==> src/hdl/mic_pkg.sv <==
package mic_pkg;

    // ****************************************************
    // Register indices (byte address is four times these)
    // ****************************************************
    localparam logic [6:0] IDX_PIN2_CTL = 7'h55;
    localparam logic [6:0] IDX_PIN1_CTL = 7'h59;
    localparam logic [6:0] IDX_PIN3_CTL = 7'h5a;
    localparam logic [6:0] IDX_PIN0_CTL = 7'h5d;
    localparam logic [6:0] IDX_FLAGS = 7'h60;
    localparam logic [6:0] IDX_PIN_CFG = 7'h61;
    localparam logic [6:0] IDX_STACK = 7'h62;
    localparam logic [6:0] IDX_VBASE = 7'h63;

    // ****************************************************
    // Field positions
    // ****************************************************
    localparam int CTL_FLAG_BIT = 3;
    localparam int CTL_POL_BIT = 4;
    localparam int CTL_RSV_BIT = 5;
    localparam int FLG_STEP_BIT = 1;
    localparam int FLG_GMASK_BIT = 6;
    localparam int FLG_STACK_BIT = 7;
    localparam int FLG_FLOOR_LSB = 12;

    // ****************************************************
    // Reset values and fixed numbers
    // ****************************************************
    localparam logic [15:0] FLAGS_RST = 16'h0000;
    localparam logic [15:0] STACK_RST = 16'h0000;
    localparam logic [19:0] VBASE_RST = 20'h00000;
    localparam logic [19:0] ACK_ADDR = 20'h00000;
    localparam logic [2:0] LEVEL_MAX = 3'h7;
    localparam logic [5:0] SOFT_KEEP_LO = 6'h20;
    localparam logic [3:0][5:0] PIN_NUM = {6'h1a, 6'h15, 6'h19, 6'h1d};
    localparam logic [3:0][19:0] SPECIAL_VEC =
        {20'h0ffec, 20'h0ffe8, 20'h0fff4, 20'h0fff0};
    localparam logic [3:0] SPECIAL_FLOOR_MAX = 4'h3;

    // ****************************************************
    // Entry sequence step numbers
    // ****************************************************
    localparam int ENTRY_CYCLES = 20;
    localparam logic [4:0] STEP_ACK = 5'h00;
    localparam logic [4:0] STEP_CLR = 5'h01;
    localparam logic [4:0] STEP_PUSH0 = 5'h02;
    localparam logic [4:0] STEP_PUSH3 = 5'h05;
    localparam logic [4:0] STEP_FLOOR = 5'h06;
    localparam logic [4:0] STEP_VEC0 = 5'h07;
    localparam logic [4:0] STEP_VEC3 = 5'h0a;
    localparam logic [4:0] STEP_LAST = 5'(ENTRY_CYCLES - 1);

    // ****************************************************
    // Types
    // ****************************************************
    typedef enum logic [1:0] {
        ST_IDLE = 2'b00,
        ST_ENTRY = 2'b01,
        ST_LAST = 2'b11
    } mic_state_type;

    typedef enum logic [1:0] {
        SRC_MASK = 2'b00,
        SRC_SPECIAL = 2'b01,
        SRC_SOFT = 2'b10
    } mic_src_type;

    typedef struct packed {
        logic [3:0][2:0] prio;
        logic [3:0] flag;
        logic [3:0] edge_sense;
        logic [3:0] rsv;
        logic [7:0] pin_cfg;
        logic [15:0] flags;
        logic [15:0] sp;
        logic [19:0] vbase;
        logic [3:0] adj_prev;
        logic [3:0] spec_pend;
        mic_state_type state;
        logic [4:0] step;
        mic_src_type kind;
        logic [1:0] sel;
        logic [5:0] num;
        logic [2:0] level;
        logic [15:0] temp;
        logic [19:0] pc;
        logic [19:0] vec;
        logic wait_req;
        logic [31:0] rdata;
        logic mem_rd;
        logic mem_wr;
        logic [19:0] mem_addr;
        logic [7:0] mem_wdata;
        logic busy;
        logic start;
    } mic_regs_type;

    localparam mic_regs_type MIC_REGS_RST = '{
        wait_req: 1'b1,
        state: ST_IDLE,
        kind: SRC_MASK,
        flags: FLAGS_RST,
        sp: STACK_RST,
        vbase: VBASE_RST,
        default: '0
    };

endpackage

==> src/hdl/mic_top.sv <==
// Operation
// - Three-bit level per source, zero disables
// - Source request sets its request flag
// - Acknowledged entry clears the request flag
// - Software may only clear request flag
// - Edge sense selects falling or rising
// - Edge sense rewrite may raise request
// - Global mask flag gates maskable requests
// - Accept needs mask, flag, level above floor
// - Floor n admits levels above n only
// - Decide at instruction end, enter next cycle
// - String instructions suspend for pending request
// - First step reads address zero, clears flag
// - Save flags, clear mask, step, stack (stack kept for soft traps 32 and up)
// - Push flags, push PC, set floor, vector
// - Entry sequence lasts twenty cycles
// - Stack word then PC low, four bytes
// - Some special events raise floor to seven
// - Return restores flags word and floor; the code zeroes flags bits 11:8
// - Highest level wins, fixed tie order
// - Software traps always enter their handler; the code skips a trap that comes in the same cycle as return_in
// - Vector entries are four bytes wide
//
// Implementation choice: the Avalon-MM register port.
module mic_top
    import mic_pkg::*;
(
    // Clock and reset
    input wire logic ref_clk_in,
    input wire logic sys_rst_in,
    // Avalon-MM register slave
    input wire logic [8:0] avs_address_in,
    input wire logic avs_read_in,
    input wire logic avs_write_in,
    input wire logic [31:0] avs_writedata_in,
    input wire logic [3:0] avs_byteenable_in,
    output logic avs_waitrequest_out,
    output logic [31:0] avs_readdata_out,
    // Request sources
    input wire logic [3:0] ext_pin_in,
    input wire logic [3:0] special_req_in,
    // CPU sequencer side
    input wire logic instr_done_in,
    input wire logic string_op_in,
    input wire logic soft_trap_in,
    input wire logic [5:0] soft_num_in,
    input wire logic [19:0] pc_in,
    input wire logic return_in,
    input wire logic [15:0] ret_word_in,
    output logic entry_busy_out,
    output logic handler_start_out,
    output logic [15:0] cpu_flags_out,
    // CPU memory cycles of the entry sequence
    output logic mem_rd_out,
    output logic mem_wr_out,
    output logic [19:0] mem_addr_out,
    output logic [7:0] mem_wdata_out
);

    mic_regs_type st_ff;
    mic_regs_type nxt_st;

    // ****************************************************
    // Next-state logic
    // ****************************************************
    always_comb begin
        logic [3:0] adj;
        logic [3:0] evt;
        logic [3:0] elig;
        logic [2:0] floor;
        logic [2:0] best_lvl;
        logic [1:0] best_idx;
        logic best_any;
        logic [1:0] sp_idx;
        logic [6:0] idx;
        logic [1:0] wr_pin;
        logic wr_is_pin;
        logic [31:0] rd_mux;
        logic [15:0] stk_word;
        logic [4:0] k;

        adj = '0;
        evt = '0;
        elig = '0;
        floor = st_ff.flags[FLG_FLOOR_LSB +: 3];
        best_lvl = '0;
        best_idx = '0;
        best_any = 1'b0;
        sp_idx = '0;
        idx = avs_address_in[8:2];
        wr_pin = '0;
        wr_is_pin = 1'b0;
        rd_mux = '0;
        stk_word = '0;
        k = '0;

        // Everything holds unless changed below
        nxt_st = st_ff;
        nxt_st.mem_rd = 1'b0;
        nxt_st.mem_wr = 1'b0;
        nxt_st.start = 1'b0;

        // Edge detect on sense-adjusted level
        for (int i = 0; i < 4; i++) begin
            adj[i] = st_ff.edge_sense[i] ? ext_pin_in[i] : ~ext_pin_in[i];
            if (st_ff.pin_cfg[2 * i]) begin
                if (st_ff.pin_cfg[2 * i + 1]) begin
                    // Both edges; assumes edge sense left falling
                    evt[i] = adj[i] ^ st_ff.adj_prev[i];
                end else begin
                    // Flipping sense flips adj: spurious edge
                    evt[i] = adj[i] & ~st_ff.adj_prev[i];
                end
            end
        end
        nxt_st.adj_prev = adj;

        // Eligibility and arbitration, lower index wins a tie
        for (int i = 3; i >= 0; i--) begin
            elig[i] = st_ff.flags[FLG_GMASK_BIT]
                & st_ff.flag[i]
                & (st_ff.prio[i] > floor);
            if (elig[i] && st_ff.prio[i] >= best_lvl) begin
                best_lvl = st_ff.prio[i];
                best_idx = 2'(i);
                best_any = 1'b1;
            end
        end

        // Lowest pending special index wins
        for (int i = 3; i >= 0; i--) begin
            if (st_ff.spec_pend[i]) begin
                sp_idx = 2'(i);
            end
        end

        // Read mux, unmapped reads as zero
        case (idx)
            IDX_PIN0_CTL, IDX_PIN1_CTL, IDX_PIN2_CTL, IDX_PIN3_CTL: begin
                wr_is_pin = 1'b1;
            end
            default: begin
                wr_is_pin = 1'b0;
            end
        endcase

        case (idx)
            IDX_PIN1_CTL: wr_pin = 2'h1;
            IDX_PIN2_CTL: wr_pin = 2'h2;
            IDX_PIN3_CTL: wr_pin = 2'h3;
            default: wr_pin = 2'h0;
        endcase
        if (wr_is_pin) begin
            rd_mux = {26'h0, st_ff.rsv[wr_pin], st_ff.edge_sense[wr_pin],
                st_ff.flag[wr_pin], st_ff.prio[wr_pin]};
        end else begin
            case (idx)
                IDX_FLAGS: rd_mux = {16'h0, st_ff.flags};
                IDX_PIN_CFG: rd_mux = {24'h0, st_ff.pin_cfg};
                IDX_STACK: rd_mux = {16'h0, st_ff.sp};
                IDX_VBASE: rd_mux = {12'h0, st_ff.vbase};
                default: rd_mux = '0;
            endcase
        end

        // Bus handshake: one wait cycle, then answer
        nxt_st.wait_req = 1'b1;
        if ((avs_read_in || avs_write_in) && st_ff.wait_req) begin
            nxt_st.wait_req = 1'b0;
            nxt_st.rdata = avs_read_in ? rd_mux : '0;
        end

        // Register writes take effect at the answer edge
        if (avs_write_in && !st_ff.wait_req) begin
            if (wr_is_pin && avs_byteenable_in[0]) begin
                nxt_st.prio[wr_pin] = avs_writedata_in[2:0];
                nxt_st.edge_sense[wr_pin] = avs_writedata_in[CTL_POL_BIT];
                nxt_st.rsv[wr_pin] = avs_writedata_in[CTL_RSV_BIT];
                // Writing one leaves the flag as it is
                if (!avs_writedata_in[CTL_FLAG_BIT]) begin
                    nxt_st.flag[wr_pin] = 1'b0;
                end
            end

            case (idx)
                IDX_FLAGS: begin
                    if (avs_byteenable_in[0]) begin
                        nxt_st.flags[7:0] = avs_writedata_in[7:0];
                    end
                    if (avs_byteenable_in[1]) begin
                        nxt_st.flags[15:8] = avs_writedata_in[15:8];
                    end
                end
                IDX_PIN_CFG: begin
                    if (avs_byteenable_in[0]) begin
                        nxt_st.pin_cfg = avs_writedata_in[7:0];
                    end
                end
                IDX_STACK: begin
                    if (avs_byteenable_in[0]) begin
                        nxt_st.sp[7:0] = avs_writedata_in[7:0];
                    end
                    if (avs_byteenable_in[1]) begin
                        nxt_st.sp[15:8] = avs_writedata_in[15:8];
                    end
                end
                IDX_VBASE: begin
                    if (avs_byteenable_in[0]) begin
                        nxt_st.vbase[7:0] = avs_writedata_in[7:0];
                    end
                    if (avs_byteenable_in[1]) begin
                        nxt_st.vbase[15:8] = avs_writedata_in[15:8];
                    end
                    if (avs_byteenable_in[2]) begin
                        nxt_st.vbase[19:16] = avs_writedata_in[19:16];
                    end
                end
                default: begin
                end
            endcase
        end

        // Sequencer
        unique case (st_ff.state)
            ST_IDLE: begin
                if (return_in) begin
                    // Pop restores level floor too
                    nxt_st.flags = {ret_word_in[11:8], 4'h0,
                        ret_word_in[7:0]};
                    nxt_st.sp = st_ff.sp + 16'h0004;
                end else if (instr_done_in || string_op_in) begin
                    nxt_st.temp = st_ff.flags;
                    nxt_st.pc = pc_in;
                    nxt_st.step = STEP_ACK;
                    if (soft_trap_in && instr_done_in) begin
                        // No mask, floor or arbitration applies
                        nxt_st.kind = SRC_SOFT;
                        nxt_st.num = soft_num_in;
                        nxt_st.vec = st_ff.vbase
                            + {12'h0, soft_num_in, 2'b00};
                        nxt_st.state = ST_ENTRY;
                        nxt_st.busy = 1'b1;
                    end else if (|st_ff.spec_pend) begin
                        // Special events outrank maskable ones
                        nxt_st.kind = SRC_SPECIAL;
                        nxt_st.sel = sp_idx;
                        nxt_st.num = '0;
                        nxt_st.vec = SPECIAL_VEC[sp_idx];
                        nxt_st.state = ST_ENTRY;
                        nxt_st.busy = 1'b1;
                    end else if (best_any) begin
                        nxt_st.kind = SRC_MASK;
                        nxt_st.sel = best_idx;
                        nxt_st.level = best_lvl;
                        nxt_st.num = PIN_NUM[best_idx];
                        nxt_st.vec = st_ff.vbase
                            + {12'h0, PIN_NUM[best_idx], 2'b00};
                        nxt_st.state = ST_ENTRY;
                        nxt_st.busy = 1'b1;
                    end
                end
            end
            ST_ENTRY: begin
                if (st_ff.step == STEP_ACK) begin
                    if (st_ff.kind == SRC_MASK) begin
                        nxt_st.flag[st_ff.sel] = 1'b0;
                    end
                    if (st_ff.kind == SRC_SPECIAL) begin
                        nxt_st.spec_pend[st_ff.sel] = 1'b0;
                    end
                end

                if (st_ff.step == STEP_CLR) begin
                    nxt_st.flags[FLG_GMASK_BIT] = 1'b0;
                    nxt_st.flags[FLG_STEP_BIT] = 1'b0;
                    if (!(st_ff.kind == SRC_SOFT
                        && st_ff.num >= SOFT_KEEP_LO)) begin
                        nxt_st.flags[FLG_STACK_BIT] = 1'b0;
                    end
                end

                if (st_ff.step == STEP_FLOOR) begin
                    if (st_ff.kind == SRC_MASK) begin
                        nxt_st.flags[FLG_FLOOR_LSB +: 3] = st_ff.level;
                    end else if (st_ff.kind == SRC_SPECIAL
                        && st_ff.sel <= SPECIAL_FLOOR_MAX[1:0]
                        && !st_ff.sel[1]) begin
                        nxt_st.flags[FLG_FLOOR_LSB +: 3] = LEVEL_MAX;
                    end
                end

                nxt_st.step = st_ff.step + 5'h01;
                if (nxt_st.step == STEP_LAST) begin
                    nxt_st.state = ST_LAST;
                end
            end
            ST_LAST: begin
                nxt_st.state = ST_IDLE;
                nxt_st.busy = 1'b0;
            end
            default: begin
                nxt_st.state = ST_IDLE;
                nxt_st.busy = 1'b0;
            end
        endcase

        // Memory cycles for the step about to be shown
        stk_word = {st_ff.pc[19:16], st_ff.temp[15:12], st_ff.temp[7:0]};
        if (nxt_st.state != ST_IDLE) begin
            if (nxt_st.step == STEP_ACK) begin
                nxt_st.mem_rd = 1'b1;
                nxt_st.mem_addr = ACK_ADDR;
            end else if (nxt_st.step >= STEP_PUSH0
                && nxt_st.step <= STEP_PUSH3) begin
                // Word first, then PC low, a byte a step
                k = nxt_st.step - STEP_PUSH0;
                nxt_st.mem_wr = 1'b1;
                nxt_st.sp = st_ff.sp - 16'h0001;
                nxt_st.mem_addr = {4'h0, nxt_st.sp};
                case (k[1:0])
                    2'h0: nxt_st.mem_wdata = stk_word[15:8];
                    2'h1: nxt_st.mem_wdata = stk_word[7:0];
                    2'h2: nxt_st.mem_wdata = st_ff.pc[15:8];
                    default: nxt_st.mem_wdata = st_ff.pc[7:0];
                endcase
            end else if (nxt_st.step >= STEP_VEC0
                && nxt_st.step <= STEP_VEC3) begin
                k = nxt_st.step - STEP_VEC0;
                nxt_st.mem_rd = 1'b1;
                nxt_st.mem_addr = nxt_st.vec + {18'h0, k[1:0]};
            end
        end
        nxt_st.start = (nxt_st.state == ST_LAST);

        // Hardware sets win over any clear this cycle
        for (int i = 0; i < 4; i++) begin
            if (evt[i]) begin
                nxt_st.flag[i] = 1'b1;
            end
        end
        nxt_st.spec_pend = nxt_st.spec_pend | special_req_in;
    end

    // ****************************************************
    // State register
    // ****************************************************
    always_ff @(posedge ref_clk_in or posedge sys_rst_in) begin
        if (sys_rst_in) begin
            st_ff <= MIC_REGS_RST;
        end else begin
            st_ff <= nxt_st;
        end
    end

    // ****************************************************
    // Outputs straight from the state register
    // ****************************************************
    assign avs_waitrequest_out = st_ff.wait_req;
    assign avs_readdata_out = st_ff.rdata;
    assign entry_busy_out = st_ff.busy;
    assign handler_start_out = st_ff.start;
    assign cpu_flags_out = st_ff.flags;
    assign mem_rd_out = st_ff.mem_rd;
    assign mem_wr_out = st_ff.mem_wr;
    assign mem_addr_out = st_ff.mem_addr;
    assign mem_wdata_out = st_ff.mem_wdata;

endmodule

==> config.mk <==
export PLATFORM = sky130hd
export DESIGN_NAME = mic_top
export DESIGN_NICKNAME = d
export VERILOG_FILES = /design/src/hdl/mic_pkg.sv /design/src/hdl/mic_top.sv
export SDC_FILE = /design/constraint.sdc
export NUM_CORES = 1
export LEC_CHECK = 0
export ABC_AREA = 1
export BUFFER_PORTS_ARGS = -buffer_cell sky130_fd_sc_hd__clkbuf_2
export CELL_PAD_IN_SITES_DETAIL_PLACEMENT = 2
export CELL_PAD_IN_SITES_GLOBAL_PLACEMENT = 2
export CORE_AREA = 5 5 209 211
export DETAILED_ROUTE_END_ITERATION = 7
export DIE_AREA = 0 0 214 216
export PLACE_DENSITY = 0.89
export REMOVE_ABC_BUFFERS = 1
export SYNTH_ARGS = -nofsm -noshare
export SYNTH_HDL_FRONTEND = slang
export SYNTH_SLANG_ARGS = --single-unit
==> constraint.sdc <==
create_clock -name ref_clk_in -period 8.2 [get_ports ref_clk_in]
set_input_delay 1.23 -clock ref_clk_in [delete_from_list [all_inputs] [get_ports ref_clk_in]]
set_output_delay 1.23 -clock ref_clk_in [all_outputs]
set_load 0.03 [all_outputs]
; Word level (Yosys, flattened, before mapping)
; Cells that the tools add are included.
[classes]
add_sub_neg = 8
order_cmp = 20
n_eq_ne = 20
muxes = 134
n_bitwise = 35
n_reduce_logical = 42
[ops]
columns = cell, n
row1 = $mux W20, 10
row2 = $mux W76, 2
row3 = $mux W16, 5
row4 = $mux W8, 10
row5 = $pmux W20 S4, 1
row6 = $mux W72, 1
row7 = $mux W32, 2
row8 = $eq A7 B7 Y1 const B, 8
row9 = $add A20 B8 Y20, 2
row10 = $bmux W20 S2, 1
row11 = $mux W4, 10
row12 = $mux W1, 39
row13 = $mux W3, 11
row14 = $mux W33, 1
row15 = $mux W2, 15
row16 = $mux W30, 1
row17 = $pmux W8 S3, 1
row18 = $add A20 B2 Y20, 1
row19 = $reduce_and A3 Y1, 6
row20 = $mux W17, 1
row21 = $add A16 B3 Y16 const B, 1
row22 = $sub A16 B1 Y16 const B, 1
row23 = $logic_and A1 B1 Y1, 15
row24 = $mux W13, 1
row25 = 52 further kinds, 113
[word_totals]
ff_bits = 233
out_inout_bits = 81
elab_cells = 291

; Logic depth before layout (Yosys ltp)
[logic_depth]
depth_word = 28
ltp_mapped = 57

; Worst setup path after synthesis
; OpenSTA, ideal clock, no wires.
[synth_path]
path_kind = reg2reg
startpoint = register st_ff (netlist bit cpu_flags_out[14])
endpoint = register st_ff (netlist bit mem_addr_out[19])
arrival_time_ps = 6107
required_time_ps = 8083
setup_slack_ps = 1976
stages_incl_launch_ff = 53
n_path_buf = 2
path_cell_list = dfrtp_1 -> inv_1 -> ha_1 -> nand3_1 -> nand2_1 -> inv_1 -> nand2_1 -> inv_1 -> nand2_1 -> ha_1 -> nand3b_1 -> nand3_1 -> nand2_2 -> inv_1 -> o21ai_0 -> inv_1 -> ha_1 -> o21ai_0 -> (+17 left out) -> inv_1 -> fa_1 -> inv_1 -> nand3_1 -> a31oi_1 -> nand2_1 -> xor2_1 -> nand3_1 -> nand3_1 -> nand2_1 -> nand2_1 -> nand2_1 -> nor2_1 -> nand2_1 -> nor2_2 -> nand3_1 -> nand3_1 -> nand2_1
[synth_lines]
columns = item, line_no
row1 = from (decl), mic_top.sv:60  ; mic_regs_type st_ff;
row2 = from (signal assigned), mic_top.sv:351  ; st_ff <= nxt_st;

==> impl_metrics.json <==
{
  "outcome": "complete, no violations",
  "ys_warn_count": 0,
  "antenna_found_initial": 0,
  "drcViolationCount": 0,
  "hpwl_um": 44200,
  "path_buf_inv": 11,
  "synth-async-reset-ratio": 1.00,
  "clock-root-buffer": "clkbuf_16",
  "drt_iter0_drc": 842,
  "switching_share": 0.494,
  "ys_seq_elements": 212,
  "synth_most_common_cell": "nand2_1",
  "cts.path.max_buffers": 3,
  "hold_violations": 0,
  "ir_worst_vdd_mv": 0.187,
  "period_needed_ns": 7.57,
  "dp_cells": 2469,
  "firstDrtPassIters": 5,
  "pwr_density_cell_nw_per_um2": 388,
  "numCtsBuffers": 28,
  "slowest_stage": "dfrtp_2",
  "crit_top_cell": "nand2_1",
  "finalNetCount": 2118,
  "viasPerCell": 5.54,
  "hold_class": "register to register",
  "seq_power_share": 0.269,
  "synth_area_per_cell_um2": 7.35,
  "timing.setup.tns_ns": 0,
  "cellInternalPower_uw": 3090,
  "drt-wirelength-per-cell_um": 24.1,
  "cp.arrival_ns": 8.03,
  "grt_pass1_wl_um": 93600,
  "tritoncts": "built",
  "grt_pass1_vias": 15900,
  "slew_headroom": 0.232,
  "fillers": 4852,
  "finalPower_uw": 6100,
  "hold_buffers": 0,
  "gp_congestion": 0.943,
  "multi_input_area_um2": 6990,
  "die_w_um": 214,
  "area.growth.synth_to_final_pct": 13.1,
  "synthesis.area_um2": 13900,
  "insertion_delay_ns": 0.57,
  "drv_cap": 0,
  "crit_path_max_incr_delay_ns": 0.43,
  "timing.hold.ws_ns": 0.480,
  "die_area_um2": 46200,
  "path_max_fanout": 7,
  "die_h_um": 216,
  "synthDominantCellAreaShare": 0.380,
  "seq_area_frac_synth": 0.382,
  "cp-end-kind": "register",
  "synth-edff-count": 0,
  "clk_pin_slew_ns": 0.06,
  "drive_gt1_frac": 0.150,
  "required_ns": 8.66,
  "grtUsageTotal": 0.255,
  "grt_max_degree": 143,
  "vias": 14000,
  "core-area_um2": 41600,
  "layoutNonFillerInstCount": 2523,
  "num_antenna_cells": 0,
  "period_share": 0.924,
  "synthCells": 1889,
  "skew_ns": 0.0154,
  "critPathKind": "register to register",
  "cp-start-kind": "register",
  "ys.flop_type": "dfrtp_1",
  "synthTopCellsByArea": "dfrtp_1, nand2_1, inv_1",
  "slew_viol_final": 0,
  "clkSinkCount": 212,
  "htreeDepth": 1,
  "tightest_slew_ns": 1.15,
  "rows": 75,
  "placedInstanceArea_um2": 14600,
  "gr-total-overflow": 0,
  "max_freq_mhz": 132,
  "critical-path-top-delay-family": "simple AND/OR/NAND/NOR gates",
  "p_leak_uw": 0.00771,
  "io_pins": 184,
  "synth_area_leader_cell": "dfrtp_1",
  "pwr-share-comb": 0.503,
  "wl_um": 60700,
  "ant_nets": 0,
  "fin_area_um2": 15700,
  "ys_top_cells_by_count": "nand2_1, dfrtp_1, inv_1",
  "synth_cell_types": 64,
  "setup-violations-final": 0,
  "start_util": 0.334,
  "port_buffers": 152,
  "clockPowerShare": 0.227,
  "seq_area_um2": 5310,
  "p_sw_uw": 3010
}
layout make-up:
| class | instances | share of cell area |
|---|---|---|
| clock inverters | 9 | 0.0126 |
| clock buffers | 41 | 0.0516 |
| well taps | 539 | 0.0429 |
| flip-flops and latches | 212 | 0.338 |
| repair buffers | 170 | 0.0570 |
| multi-input cells | 1332 | 0.445 |
| inverters | 220 | 0.0532 |
repair_timing:
item | 4_1_cts | 5_1_grt
resized for setup | 0 | 16
endpoints found under the setup margin | 0 | 15
setup buffers | 0 | 4
state kept, by name, summed over array words and instances, names as in the netlist:
register             cells
mem_addr_out            20
cpu_flags_out           16
mem_wr_out               1
avs_readdata_out        20
mem_wdata_out            8
avs_waitrequest_out      1
entry_busy_out           1
handler_start_out        1
st_ff                  143
mem_rd_out               1
power by group through the flow:
stage / clock network, uW / logic, uW / registers (uW)
finish: 1390 / 3070 / 1640
global route: 1450 / 3370 / 1670
CTS: 1410 / 3050 / 1640
detailed placement: 0 / 2990 / 1650
global placement: 0 / 2800 / 1620
floorplan: 0 / 1760 / 1750
through the flow:
stage          utilization  setup slack (ns)
5_1_grt              0.378           -0.0424
3_5_place_dp         0.352             0.495
6_report             0.378             0.627
4_1_cts              0.376             0.108
3_3_place_gp         0.352              1.00
2_1_floorplan            -              1.18
kinds of logic after synthesis:
group                      Yosys count  share of synthesized area
and+or+nand+nor                    894                      0.280
buffers and inverters              356                      0.121
AOI/OAI and AO/OA                  329                      0.140
DFF                                212                      0.382
adders and majority gates           51                     0.0476
xor gates and xnor gates            44                     0.0278
muxes                                2                    0.00153
other                                1                   0.000270
cells in the final DEF, fill, tap and decap left out, drive strengths merged, types with 8 or more instances in the layout:
| master | count |
|---|---|
| a21oi | 83 |
| a221oi | 9 |
| a22oi | 8 |
| a31o | 8 |
| a31oi | 16 |
| buf | 18 |
| clkbuf | 193 |
| conb | 12 |
| dfrtp | 211 |
| ha | 48 |
| inv | 216 |
| nand2 | 532 |
| nand3 | 127 |
| nand3b | 9 |
| nand4 | 32 |
| nor2 | 158 |
| nor3 | 26 |
| o21ai | 142 |
| o22ai | 24 |
| xnor2 | 8 |
| xor2 | 36 |
worst register-to-register path: cells and delay by family, from the launching register on:
kind	cells	cell delay, ns
XOR/XNOR	1	0.08
buffers and inverters	11	0.99
adder cells (fa/ha/maj)	6	1.86
flip-flops	1	0.43
AND/OR/NAND/NOR	29	3.32
AO/OA/AOI/OAI	5	0.76
worst paths after layout:
path | slack [ns] | start | cells past startpoint | to
max | 0.63 | cpu_flags_out[14]$_DFF_PP0_ | 52 | mem_addr_out[14]$_DFFE_PP0P_
max reg2reg | 0.63 | cpu_flags_out[14]$_DFF_PP0_ | 52 | mem_addr_out[14]$_DFFE_PP0P_
max in group asynchronous | 5.73 | sys_rst_in | 3 | st_ff[79]$_DFF_PP0_
min | 0.48 | st_ff[109]$_DFFE_PP0P_ | 2 | st_ff[109]$_DFFE_PP0P_
min in group asynchronous | 0.86 | sys_rst_in | 2 | mem_wdata_out[1]$_DFFE_PP0P_
min reg2reg | 0.48 | st_ff[109]$_DFFE_PP0P_ | 2 | st_ff[109]$_DFFE_PP0P_
layer usage:
layer  vias to the layer above  routed length [um]  GRT usage  share of wire
met5                         -                   0          0              0
met4                         0                3630      0.132          0.060
met3                       183                2770     0.0455          0.046
met2                       438               29800      0.450           0.49
met1                      7112               24500      0.296           0.40
li1                       6247                   -          -              -
Power figures use the tool's default switching activity.
